### src/hw/deep_sleep_defines.svh
// Constants for the deep sleep mode controller
`ifndef DEEP_SLEEP_DEFINES_SVH
`define DEEP_SLEEP_DEFINES_SVH
`define SLEEP_OPCODE        8'h8e
`define PRIO_FORCED         2'h2
`define PRIO_RESET          2'h3
`define STAB_SHORT_CYCLES   13'h0100
`define STAB_LONG_CYCLES    13'h1000
`define STAB_CNT_W          13
`endif

### src/hw/deep_sleep_pkg.sv
// Types for the deep sleep mode controller
`default_nettype none
package deep_sleep_pkg;
    // Sleep controller states, Gray in declaration order
    typedef enum logic [2:0] {
        st_run     = 3'b000,
        st_timed   = 3'b001,
        st_halt    = 3'b011,
        st_stab    = 3'b010,
        st_resume  = 3'b110
    } sleep_state_t;

    // Clock gating outputs travel together
    typedef struct packed {
        logic osc_on;
        logic cpu_clk_en;
        logic rtc_clk_en;
        logic periph_clk_en;
    } clk_gate_t;

    // Wake sources
    typedef struct packed {
        logic rtc_irq;
        logic ext_irq;
        logic any_pending;
    } wake_src_t;
endpackage : deep_sleep_pkg
`default_nettype wire

### src/hw/stab_counter.sv
// Oscillator stabilisation down-counter
`default_nettype none
`include "deep_sleep_defines.svh"
module stab_counter
    import deep_sleep_pkg::*;
#(
    parameter logic [`STAB_CNT_W-1:0] SHORT_COUNT = `STAB_SHORT_CYCLES,
    parameter logic [`STAB_CNT_W-1:0] LONG_COUNT  = `STAB_LONG_CYCLES
) (
    input  wire logic clock,
    input  wire logic srst,
    input  wire logic load,        // Restart pulse
    input  wire logic long_sel,    // Use the long count
    input  wire logic run,         // Oscillator running
    output var  logic [`STAB_CNT_W-1:0] remaining,
    output var  logic done         // One-cycle pulse at expiry
);
    // ****************************************
    // Down-counter on the restarted oscillator
    // ****************************************
    always_ff @(posedge clock) begin
        if (srst) begin
            remaining <= '0;
            done      <= 1'b0;
        end else if (load) begin
            remaining <= long_sel ? LONG_COUNT : SHORT_COUNT;
            done      <= 1'b0;
        end else if (run && remaining != '0) begin
            remaining <= remaining - 1'b1;
            done      <= (remaining == `STAB_CNT_W'(1));
        end else begin
            done      <= 1'b0;
        end
    end
endmodule : stab_counter
`default_nettype wire

### src/hw/deep_sleep_mode_control.sv
// Deep sleep mode controller: timed deep sleep and full-stop halt
//
// Contract
// - Sleep opcode picks timed or halt by enable
// - Timed sleep exits on rtc, wake irq, reset
// - Interrupt exit from timed sleep skips delay
// - Reset exit from timed sleep waits delay
// - Entry forces priority 10b; pending wakes
// - Timed sleep runs oscillator and rtc only
// - Timed sleep with rtc irq: no watchdog reset
// - Early enable clear halts for remaining delay
// - Halt exits on wake irq or reset only
// - Halt exit restarts oscillator then waits delay
// - Halt stops oscillator and all peripherals
// - Watchdog halt option decides watchdog reset
// - Wake service pushes flags, sets priority
// - Opcode 8e decodes as sleep
`default_nettype none
`include "deep_sleep_defines.svh"
module deep_sleep_mode_control
    import deep_sleep_pkg::*;
(
    input  wire logic       clock,
    input  wire logic       srst,
    input  wire logic       opcode_valid,     // Decoded opcode strobe
    input  wire logic [7:0] opcode,           // Opcode being executed
    input  wire logic       rtc_irq_enable,   // Clock-unit interrupt enable
    input  wire logic       rtc_irq,          // Clock-unit interrupt request
    input  wire logic       ext_wake_irq,     // Wake-capable interrupt, async
    input  wire logic       irq_pending,      // Any interrupt pending
    input  wire logic       wake_reset_req,   // Reset request while asleep
    input  wire logic       watchdog_enabled, // Watchdog running
    input  wire logic       watchdog_halt_option, // Static option bit
    input  wire logic       long_delay_opt,   // Static delay option
    input  wire logic       irq_ack,          // Core takes an interrupt
    input  wire logic       iret_pop,         // Core pops flags
    input  wire logic [1:0] irq_sw_prio,      // Routine priority level
    input  wire logic [7:0] cc_in,            // Current flags
    input  wire logic [7:0] cc_popped,        // Flags from stack
    output var  logic       osc_on,           // Main oscillator enable
    output var  logic       cpu_clk_en,       // CPU clock gate
    output var  logic       rtc_clk_en,       // Clock-unit counter gate
    output var  logic       periph_clk_en,    // Other peripheral gate
    output var  logic       in_timed_sleep,   // Status: timed sleep
    output var  logic       in_halt,          // Status: full-stop halt
    output var  logic       watchdog_reset,   // Pulse: watchdog reset
    output var  logic       wake_service,     // Pulse: service waking irq
    output var  logic       fetch_reset_vec,  // Pulse: fetch reset vector
    output var  logic       cc_push,          // Pulse: push flags
    output var  logic [7:0] cc_push_data,     // Flags to push
    output var  logic [1:0] interrupt_priority_bits // Priority field
);
    // ****************************************
    // Signals
    // ****************************************
    sleep_state_t state;                      // Controller state
    logic         ext_meta;                   // Sync stage one
    logic         ext_sync;                   // Sync stage two
    logic         long_sel;                   // Option caught at reset
    logic         stab_load;                  // Start the count
    logic         stab_done;                  // Count expired
    logic [`STAB_CNT_W-1:0] stab_left;       // Cycles remaining
    logic         wake_by_reset;              // Cause of current delay
    logic         post_wake;                  // Window after timed wake
    logic         stab_osc_run;               // Oscillator feeding counter
    logic         is_sleep;                   // Sleep opcode seen
    wake_src_t    wake;                       // Collected wake sources

    // Decode a sleep opcode
    function automatic logic sleep_decode(input logic v, input logic [7:0] op);
        return v && (op == `SLEEP_OPCODE);
    endfunction : sleep_decode

    // Sleep is only taken from a valid opcode strobe
    // A stray 8e byte in data would stop the core
    assign is_sleep = sleep_decode(opcode_valid, opcode);
    // Wake sources gathered for the state machine
    // Clock-unit irq only counts in timed sleep
    assign wake     = '{rtc_irq: rtc_irq, ext_irq: ext_sync, any_pending: irq_pending};

    // ****************************************
    // Synchroniser for the external wake line
    // ****************************************
    // Wake pin is asynchronous to the master clock
    // Two flops before any decision logic
    // Adds two cycles of wake latency
    // Only the second flop is read downstream
    always_ff @(posedge clock) begin
        if (srst) begin
            ext_meta <= 1'b0;
            ext_sync <= 1'b0;
        end else begin
            ext_meta <= ext_wake_irq;
            ext_sync <= ext_meta;
        end
    end

    // ****************************************
    // Delay option caught while reset is held
    // ****************************************
    // Static option, frozen when reset lets go
    // Later changes on the pin are ignored
    // Keeps one delay length for the whole run
    always_ff @(posedge clock) begin
        if (srst) begin
            long_sel <= long_delay_opt;
        end
    end

    // ****************************************
    // Stabilisation counter
    // ****************************************
    // Loaded on every oscillator restart
    // Also runs after a timed-sleep interrupt wake
    // That span guards the enable-clear hazard
    // Done pulse marks the end of the delay
    stab_counter u_stab (
        .clock     (clock),
        .srst      (srst),
        .load      (stab_load),
        .long_sel  (long_sel),
        .run       (stab_osc_run),
        .remaining (stab_left),
        .done      (stab_done)
    );

    // Counter sees oscillator only while it runs
    assign stab_osc_run = (state == st_stab) || post_wake;

    // ****************************************
    // Main sleep state machine
    // ****************************************
    // Run: core clocked, waiting for sleep opcode
    // Timed: oscillator and clock unit alive
    // Halt: oscillator stopped, rtc cannot wake
    // Stab: oscillator back, counting the delay
    // Resume: one cycle to hand back to the core
    //
    // Interrupt wake from timed sleep skips stab
    // Reset wake from timed sleep goes through stab
    // Any wake from halt goes through stab
    // Clearing the enable early re-enters stab
    //
    // Watchdog may turn a halt into a reset
    // Pulses are cleared at every edge by default
    // Only one sleep request is in flight
    always_ff @(posedge clock) begin
        if (srst) begin
            state           <= st_run;
            stab_load       <= 1'b0;
            wake_by_reset   <= 1'b0;
            post_wake       <= 1'b0;
            watchdog_reset  <= 1'b0;
            wake_service    <= 1'b0;
            fetch_reset_vec <= 1'b0;
        end else begin
            stab_load       <= 1'b0;
            watchdog_reset  <= 1'b0;
            wake_service    <= 1'b0;
            fetch_reset_vec <= 1'b0;
            if (stab_done) begin
                post_wake <= 1'b0;
            end
            case (state)
                // Running: wait for a sleep opcode
                st_run: begin
                    if (is_sleep) begin
                        if (rtc_irq_enable) begin
                            state <= st_timed;
                        end else if (watchdog_enabled && !watchdog_halt_option) begin
                            watchdog_reset <= 1'b1;
                        end else begin
                            state <= st_halt;
                        end
                    end else if (post_wake && !rtc_irq_enable) begin
                        state <= st_stab;
                        wake_by_reset <= 1'b0;
                    end
                end
                // Timed sleep: oscillator and clock unit alive
                st_timed: begin
                    if (wake_reset_req) begin
                        state         <= st_stab;
                        wake_by_reset <= 1'b1;
                        stab_load     <= 1'b1;
                    end else if (wake.rtc_irq || wake.ext_irq || wake.any_pending) begin
                        state        <= st_resume;
                        wake_service <= 1'b1;
                        post_wake    <= 1'b1;
                        stab_load    <= 1'b1;
                    end
                end
                // Halt: oscillator off, rtc cannot wake
                st_halt: begin
                    if (wake_reset_req || wake.ext_irq || wake.any_pending) begin
                        state         <= st_stab;
                        wake_by_reset <= wake_reset_req;
                        stab_load     <= 1'b1;
                    end
                end
                // Oscillator back on, waiting the count
                st_stab: begin
                    if (stab_done || (stab_left == '0 && !stab_load)) begin
                        state           <= st_resume;
                        fetch_reset_vec <= wake_by_reset;
                        wake_service    <= !wake_by_reset && !post_wake;
                    end
                end
                // One cycle to hand back to the core
                st_resume: begin
                    state <= st_run;
                end
                default: begin
                    state <= st_run;
                end
            endcase
        end
    end

    // ****************************************
    // Clock gating per state
    // ****************************************
    // Gates follow the state one edge later
    // Oscillator off only in true halt
    // Clock unit stops in halt and during stab
    // Core and peripherals run only in run/resume
    // Separately clocked peripherals are not ours
    // Reset leaves every clock running
    always_ff @(posedge clock) begin
        if (srst) begin
            osc_on        <= 1'b1;
            cpu_clk_en    <= 1'b1;
            rtc_clk_en    <= 1'b1;
            periph_clk_en <= 1'b1;
        end else begin
            osc_on        <= !(state == st_halt);
            cpu_clk_en    <= (state == st_run) || (state == st_resume);
            rtc_clk_en    <= (state != st_halt) && (state != st_stab);
            periph_clk_en <= (state == st_run) || (state == st_resume);
        end
    end

    // ****************************************
    // Status flags
    // ****************************************
    // Halt flag also covers the delay count
    // Both flags low while the core runs
    // Registered so they leave straight from flops
    always_ff @(posedge clock) begin
        if (srst) begin
            in_timed_sleep <= 1'b0;
            in_halt        <= 1'b0;
        end else begin
            in_timed_sleep <= (state == st_timed);
            in_halt        <= (state == st_halt) || (state == st_stab);
        end
    end

    // ****************************************
    // Priority bits and flag push
    // ****************************************
    // Sleep entry forces level 10b to unmask
    // Not forced when the watchdog resets instead
    // Interrupt take pushes flags, loads level
    // Return restores level from popped flags
    // Level sits in bits 5 and 3 of the flags
    // Sleep entry wins over a same-cycle take
    always_ff @(posedge clock) begin
        if (srst) begin
            interrupt_priority_bits <= `PRIO_RESET;
            cc_push                 <= 1'b0;
            cc_push_data            <= 8'h00;
        end else begin
            cc_push <= 1'b0;
            if (state == st_run && is_sleep && (rtc_irq_enable || watchdog_halt_option
                    || !watchdog_enabled)) begin
                interrupt_priority_bits <= `PRIO_FORCED;
            end else if (irq_ack) begin
                cc_push                 <= 1'b1;
                cc_push_data            <= cc_in;
                interrupt_priority_bits <= irq_sw_prio;
            end else if (iret_pop) begin
                interrupt_priority_bits <= cc_popped[5] ? {cc_popped[5], cc_popped[3]}
                                                        : {1'b0, cc_popped[3]};
            end
        end
    end
endmodule : deep_sleep_mode_control
`default_nettype wire

### config.mk
export PLATFORM = sky130hd
export DESIGN_NAME = deep_sleep_mode_control
export DESIGN_NICKNAME = d
export VERILOG_FILES = /design/src/hw/deep_sleep_pkg.sv /design/src/hw/stab_counter.sv /design/src/hw/deep_sleep_mode_control.sv
export VERILOG_INCLUDE_DIRS = /design/src /design/src/hw
export SDC_FILE = /design/constraint.sdc
export NUM_CORES = 1
export LEC_CHECK = 0
export BUFFER_PORTS_ARGS = -buffer_cell sky130_fd_sc_hd__buf_2
export CAP_MARGIN = 10
export CORE_MARGIN = 2
export CORE_UTILIZATION = 55
export CTS_BUF_LIST = sky130_fd_sc_hd__clkbuf_8
export DETAILED_ROUTE_END_ITERATION = 10
export GPL_TIMING_DRIVEN = 0
export HOLD_SLACK_MARGIN = 0.1
export PLACE_DENSITY = 0.83
export SLEW_MARGIN = 10
export SYNTH_ARGS = -nofsm -noshare
export SYNTH_HDL_FRONTEND = slang
export SYNTH_SLANG_ARGS = --single-unit
### constraint.sdc
create_clock -name clock -period 3.35 [get_ports clock]
set_clock_uncertainty 0.1 [all_clocks]
set_input_delay 0.5025 -clock clock [delete_from_list [all_inputs] [get_ports clock]]
set_output_delay 0.5025 -clock clock [all_outputs]
set_load 0.01 [all_outputs]
==> results of run 1 <==
power by group through the flow:
stage | registers (mW) | logic, mW | clock network [mW]
after global routing | 0.638 | 0.878 | 0.361
final | 0.627 | 0.787 | 0.335
after detailed placement | 0.637 | 0.784 | 0
after CTS | 0.626 | 0.788 | 0.341
after global placement | 0.634 | 0.767 | 0
after floorplan | 0.636 | 0.612 | 0
worst max-delay path: cells and delay by family, from the launching register on:
family / cells / cell delay [ps]
buf+inv: 1 / 200
flops: 1 / 360
simple gates: 4 / 1300
registers in the layout (all words and copies together), names as in the netlist:
register	cells
u_stab.remaining	13
state	3
periph_clk_en	1
interrupt_priority_bits	2
post_wake	1
osc_on	1
wake_service	1
ext_meta	1
in_timed_sleep	1
long_sel	1
fetch_reset_vec	1
in_halt	1
watchdog_reset	1
wake_by_reset	1
u_stab.done	1
rtc_clk_en	1
stab_load	1
ext_sync	1
cc_push_data	8
cc_push	1
cell families after synthesis:
logic type | Yosys count
compound gates | 56
xor+xnor | 1
fa+ha+maj | 3
buf+inv | 23
flops | 42
mux | 13
simple gates | 117
synth_stat cells (3+ instances only):
cell / number
or3_2: 5
a21oi_1: 21
o31ai_1: 3
buf_4: 4
o21bai_1: 3
nand2b_1: 4
mux2i_1: 11
inv_1: 7
or3_1: 6
nor3_1: 8
nor4_1: 4
or4_1: 4
o21ai_0: 15
dfxtp_1: 41
nand2_1: 24
o2111ai_1: 3
clkbuf_1: 8
nor3b_1: 18
ha_1: 3
nor2_1: 22
final cells by class:
type / count / area, µm² / share of cell area [%]
inverter: 7 / 26.3 / 1.00
timing repair buffer: 52 / 260 / 9.93
buffer: 16 / 85.1 / 3.25
clock inverter: 2 / 8.76 / 0.334
clock buffer: 6 / 82.6 / 3.15
sequential: 42 / 851 / 32.5
tap: 50 / 62.6 / 2.39
multi-input combinational: 190 / 1240 / 47.5
metal layers:
layer | wire [µm] | share of wire [%] | vias to the layer above
li1 | - | - | 1041
met1 | 2310 | 48 | 956
met2 | 2200 | 46 | 45
met3 | 210 | 4.4 | 7
met4 | 58 | 1.2 | 0
met5 | 0 | 0 | -
through the flow:
stage	hold WS (ps)	worst slack (ps)
2_1_floorplan	314	1340
3_3_place_gp	325	961
3_5_place_dp	325	987
4_1_cts	276	1280
5_1_grt	269	1090
6_report	279	1280
worst max path at each step:
stage | start | end | cells past startpoint
after global placement | rtc_irq_enable | cc_push_data[7]$_SDFFE_PP0P_ | 6
after detailed placement | rtc_irq_enable | cc_push_data[7]$_SDFFE_PP0P_ | 6
after CTS | rtc_irq_enable | cc_push_data[7]$_SDFFE_PP0P_ | 6
after floorplan | opcode[5] | state[0]$_SDFFE_PP0P_ | 5
after global routing | rtc_irq_enable | cc_push_data[7]$_SDFFE_PP0P_ | 6
final | u_stab.remaining[8]$_SDFFE_PP0P_ | u_stab.done$_SDFF_PP0_ | 5
==> summary.md, run 1 <==
| Metric | Value |
|---|---|
| Drt drc | `0` |
| CTS Sinks | `42` |
| GR met3 Demand/Resource | `a little under 6%` |
| Die boundary width | `67.3 µm` |
| Final hold vios | `0` |
| Outcome | `complete, no violations` |
| Total Neg Setup Slack | `0 ps` |
| Overall Global Routing Usage | `between 20 and 25%` |
| Final core occ | `between 60% and 70%` |
| Routed length per instance | `about 13 µm` |
| Synth async-reset ratio | `0%` |
| Syn Area/Cell | `between 8 and 9 µm²` |
| CP max stage cell | `or4_4` |
| CP max FO | `10` |
| Fillers | `331` |
| Starting Density | `a little under three fifths` |
| Share of total power in the clock network | `between 10% and 20%` |
| Max Freq | `484 MHz` |
| Area Growth Syn to Fin | `18.8%` |
| Synth top area cells | `dfxtp_1, nor3b_1, mux2i_1` |
| Vias/cell | `~5.6` |
| FF-to-FF path depth | `5` |
| Num ports | `59` |
| TritonCTS buffer count | `5` |
| Global route overflow | `0` |
| Worst hold stages | `1` |
| Post-layout min period | `2070 ps` |
| Final setup fails | `0` |
| GPL Wtd Cong | `just under 0.9` |
| Die height | `approximately 67 µm` |
| Routed wire length | `around 4800 µm` |
| Worst EP required | `~3400 ps` |
| Cts hold-fix bufs | `0` |
| Cell row count | `23` |
| H-tree depth | `2` |
| Worst setup SP type | `register` |
| Synthesized flop and latch total | `between 40 and 50` |
| Crit end category | `register` |
| Worst skew pair latency | `~300 ps` |
| CP Cell Sequence | `or4_4 -> nor4_4 -> buf_6 -> nor2_2 -> and4_2` |
| Dpl cells | `around 360` |
| Initial antenna violation count | `0` |
| Grt met1 use | `a little under a third` |
| Cells after Synth | `255` |
| Most frequent cells in the layout | `buf_2, dfxtp_1, nand2_1` |
| Post-synthesis sequential area ratio | `38.6%` |
| Final HPWL DP | `~3500 µm` |
| MaxCap Viol Count | `0` |
| # port buffers | `52` |
| Worst IR drop on VDD | `about 350 µV` |
| Overall Power | `roughly 1.7 mW` |
| Worst hold start | `long_delay_opt` |
| Min-Delay Endpoint | `long_sel$_DFFE_PP_` |
| WP data arrival | `between 2000 and 2500 ps` |
| Top_reg_cell synth | `dfxtp_1` |
| Resized Gates After CTS | `0` |
| Setup Buffers After CTS | `0` |
| Reg-to-Reg Start | `u_stab.remaining[8]$_SDFFE_PP0P_` |
| Post-Synth XOR/XNOR Area | `less than 1%` |
| DIE AREA | `roughly 0.0045 mm²` |
| Ratio of cells with drive above 1 in the final layout | `a little over a quarter` |
| Psw | `665 µW` |
| Clock buffer depth | `2` |
| Slew margin rel. | `about 36%` |
| Largest net degree at the start of global routing | `13` |
| GR peak layer | `met2` |
| TritonCTS clock tree | `done` |
| Crit Path Class | `reg2reg` |
| Sw Ratio | `38.0%` |
| Finished Cell Area | `between 0.002 and 0.003 mm²` |
| Placed cell areas | `between 0.002 and 0.003 mm²` |
| Routed Antenna Nets | `0` |
| Drt pass-1 iters | `4` |
| Int Power | `between 1 and 1.5 mW` |
| Number of synthesized flops with an enable pin | `1` |
| Area share of and/or/nand/nor cells after synthesis | `between 30% and 40%` |
| First-pass GRT wire length | `7570 µm` |
| Post-synthesis mux area share | `around 6.0%` |
| Distinct cells, synth | `53` |
| Max-slew violations | `0` |
| Via count | `roughly 2000` |
| Finished Layout Cells | `365` |
| Vias in the first global route | `about 1700` |
| Post-synthesis compound-gate area fraction | `about 16%` |
| Core area | `roughly 0.0039 mm²` |
| Synth Cell Area | `between 0.002 and 0.0025 mm²` |
| Max stage delay on crit path | `roughly 600 ps` |
| Power density over the cells | `668 mW/mm²` |
| Unrepaired setup endpoints after global routing | `false` |
| Combinational power share | `approximately 45%` |
| Worst Tran Pin Value | `~960 ps` |
| Worst R2R Setup Slack | `about 1300 ps` |
| Cell accounting for the most synthesized area | `dfxtp_1` |
| Most common cell after layout, fill and taps aside | `buf_2` |
| P_leak | `about 1.1 nW` |
| Syn Nets | `a little under 300` |
| DRC violation total after the first TritonRoute iteration | `124` |
| Yosys warnings | `0` |
| Root Buffer | `clkbuf_8` |
| # diodes | `0` |
| R2r endpoint | `u_stab.done$_SDFF_PP0_` |
| Nets | `356` |
| Seq pwr share | `35.9%` |
| Clock transition at path regs | `80 ps` |
| Post-synthesis adder-cell area fraction | `1.70%` |
| Hold crit path type | `in2reg` |
| Met2 Track Usage GR | `approximately 34%` |
| Final period utilization | `around 62%` |
| Largest family of logic cells by synthesized area | `simple AND/OR/NAND/NOR gates` |
| Synth top area share | `a little under two fifths` |
No activity file was read; power rests on OpenSTA's default activity.
==> run 2: changes to the inputs <==
Settings changed: CORE_UTILIZATION 55 to 49, PLACE_DENSITY 0.83 to 0.78.
Clock period 3.35 ns to 1.7 ns, I/O delays scaled along.
==> run 2 against run 1 <==
Net effect: the run now ends with setup timing left; fmax is 11% higher; final area is 14% higher; first-iteration DRC count is 16% higher; largest power group unchanged; worst hold slack worse by 140 ps; clock power is 100% higher; critical path depth is 2 higher; sequential power is 100% higher; non-clock buffer count is 18 higher; sequential cell count stayed put; cell count is 5.5% higher; sequential share of layout area is 3.7 points lower; critical path type unchanged; combinational power grew to 2.9 times the previous value.
==> summary.md, run 2 (synthesis results as in run 1) <==
| Metric | Value |
|---|---|
| Routed wire length | `5900 µm (+23%)` |
| CP max FO | `5 (-5)` |
| Failing checks | `setup timing` |
| Biggest regs | `u_stab.remaining: 13 flops, cc_push_data: 8 flops, state: 3 flops` |
| Drt drc | `0 (unchanged)` |
| Die boundary width | `71.1 µm (+5.6%)` |
| MaxCap Viol Count | `0 (unchanged)` |
| Worst hold start | `irq_sw_prio[0]` |
| Final HPWL DP | `3610 µm (+3.1%)` |
| Largest Register | `u_stab.remaining` |
| Hold crit path type | `in2reg` |
| R2r endpoint | `u_stab.remaining[6]$_SDFFE_PP0P_` |
| WP data arrival | `2000 ps (-160 ps)` |
| Most common cell after layout, fill and taps aside | `buf_2` |
| GR peak layer | `met2` |
| Max reg flops | `13 (unchanged)` |
| Initial antenna violation count | `0 (unchanged)` |
| Worst Tran Pin Value | `590 ps (-372 ps)` |
| Max-slew violations | `0 (unchanged)` |
| Reg-to-Reg Start | `u_stab.remaining[0]$_SDFFE_PP0P_` |
| Worst hold stages | `3 (+2)` |
| DIE AREA | `0.00505 mm² (+11%)` |
| Unrepaired setup endpoints after global routing | `true` |
| TritonCTS buffer count | `5 (unchanged)` |
| Finished Layout Cells | `385 (+5.5%)` |
| Global route overflow | `0 (unchanged)` |
| Dpl cells | `359 (+0.56%)` |
| Largest net degree at the start of global routing | `14 (+1)` |
| Num ports | `59 (unchanged)` |
| DRC violation total after the first TritonRoute iteration | `144 (+16%)` |
| FF-to-FF path depth | `7 (+2)` |
| Crit end category | `register` |
| Root Buffer | `clkbuf_8` |
| P_leak | `1.21 nW (+13%)` |
| Power density over the cells | `1420 mW/mm² (+110%)` |
| Core area | `0.00435 mm² (+10%)` |
| Slew margin rel. | `60.5% (+25 points)` |
| Worst EP required | `1830 ps (-1610 ps)` |
| Most frequent cells in the layout | `buf_2, dfxtp_1, nand2_1` |
| Overall Global Routing Usage | `22.2% (+0.30 points)` |
| Max Freq | `537 MHz (+11%)` |
| Die height | `71.1 µm (+5.6%)` |
| Clock transition at path regs | `80 ps (about the same)` |
| Cell row count | `24 (+4.3%)` |
| Ratio of cells with drive above 1 in the final layout | `41.4% (+14 points)` |
| Vias/cell | `5.59 (-0.43%)` |
| Final period utilization | `110% (+48 points)` |
| Fillers | `342 (+3.3%)` |
| # diodes | `0 (unchanged)` |
| # port buffers | `52 (unchanged)` |
| Crit Path Class | `reg2reg` |
| CTS Sinks | `42 (unchanged)` |
| TritonCTS clock tree | `done` |
| Met2 Track Usage GR | `37.5% (+3.8 points)` |
| Via count | `2152 (+5.0%)` |
| Final hold vios | `0 (unchanged)` |
| Min-Delay Endpoint | `interrupt_priority_bits[0]$_SDFFE_PP1P_` |
| Worst IR drop on VDD | `584 µV (+65%)` |
| Grt met1 use | `28.4% (-1.8 points)` |
| Drt pass-1 iters | `4 (unchanged)` |
| GR met3 Demand/Resource | `5.13% (-0.71 points)` |
| Post-layout min period | `1860 ps (-202 ps)` |
| GPL Wtd Cong | `0.836 (-4.0%)` |
| Worst R2R Setup Slack | `-160 ps (-1450 ps)` |
| Outcome | `finished with violations` |
| H-tree depth | `2 (unchanged)` |
| Area Growth Syn to Fin | `35.8%` |
| Clock buffer depth | `2 (unchanged)` |
| Worst setup SP type | `register` |
| Final setup margin | `-164 ps (-1450 ps)` |
| Worst hold slack | `142 ps (-137 ps)` |
| Nets | `374 (+5.1%)` |
| Vias in the first global route | `1970 (+17%)` |
| Worst skew pair latency | `300 ps (about the same)` |
| Routed Antenna Nets | `0 (unchanged)` |
| Final setup fails | `16 (+16)` |
| Starting Density | `50.7% (-5.3 points)` |
| Routed length per instance | `15.3 µm (+17%)` |
| First-pass GRT wire length | `8990 µm (+19%)` |
[run 2: cell count changes in the layout (fill, tap and decap cells not counted), sizes merged]
cell         before  now
clkinvlp          0    1
buf              59   73
dlygate4sd3       0    3
inv               8    7
clkbuf           15   16
[run 2: worst max-delay path by stage]
stage,from,to,slack (ps),cells after the start
2_1_floorplan,u_stab.remaining[0]$_SDFFE_PP0P_,u_stab.remaining[4]$_SDFFE_PP0P_,-70,6
3_3_place_gp,rtc_irq_enable,cc_push_data[7]$_SDFFE_PP0P_,-470,6
3_5_place_dp,rtc_irq_enable,cc_push_data[7]$_SDFFE_PP0P_,-490,6
4_1_cts,u_stab.remaining[9]$_SDFFE_PP0P_,u_stab.remaining[3]$_SDFFE_PP0P_,-180,5
5_1_grt,u_stab.remaining[4]$_SDFFE_PP0P_,u_stab.remaining[12]$_SDFFE_PP0P_,-260,4
6_report,u_stab.remaining[0]$_SDFFE_PP0P_,u_stab.remaining[6]$_SDFFE_PP0P_,-160,7
[run 2: report_power, final]
part / internal (mW) / switching, mW
clock: 0.327 / 0.352
sequential: 1.14 / 0.131
combinational: 1.07 / 1.23
total: 2.53 / 1.71
[run 2: what timing repair did]
action                     CTS  global route
hold buffers                 3             0
pin swaps                   11            13
hold endpoints to repair     3             0
gates cloned                 1             1
setup endpoints to repair   30            30
setup buffers                5             8
resized for setup           12            40
[run 2: per-layer routing]
layer,vias to the layer above,part of all wire [%]
met5,-,0
met4,0,1.6
met3,7,4.6
met2,72,50
met1,995,44
li1,1078,-
[run 2: cell type report]
class / instances / area, µm² / area share, %
Multi-Input combinational cell: 190 / 1430 / 47.7
Sequential cell: 42 / 862 / 28.8
Timing Repair Buffer: 70 / 418 / 13.9
Buffer: 16 / 96.3 / 3.22
Clock buffer: 6 / 82.6 / 2.76
Tap cell: 52 / 65.1 / 2.17
Inverter: 7 / 31.3 / 1.04
Clock inverter: 2 / 12.5 / 0.418
[run 2: metrics by stage]
step	worst slack [ps]	total power, mW	utilization, %	area [µm²]	TNS [ps]
after floorplan	-65.3	2.54	-	2250	-331
after global placement	-473	2.87	59.2	2580	-7310
after detailed placement	-485	2.89	59.2	2580	-7320
after CTS	-181	3.82	63.9	2780	-2400
after global routing	-256	4.48	68.8	3000	-3080
final	-164	4.25	68.8	3000	-1870
[run 2: worst max-delay path, stage by stage, from the launching register on]
cell,delay (ps)
dfxtp_4,370
inv_4,70
ha_4,120
or2b_4,280
nor4_4,390
buf_6,200
o21ai_0,130
a21oi_2,130
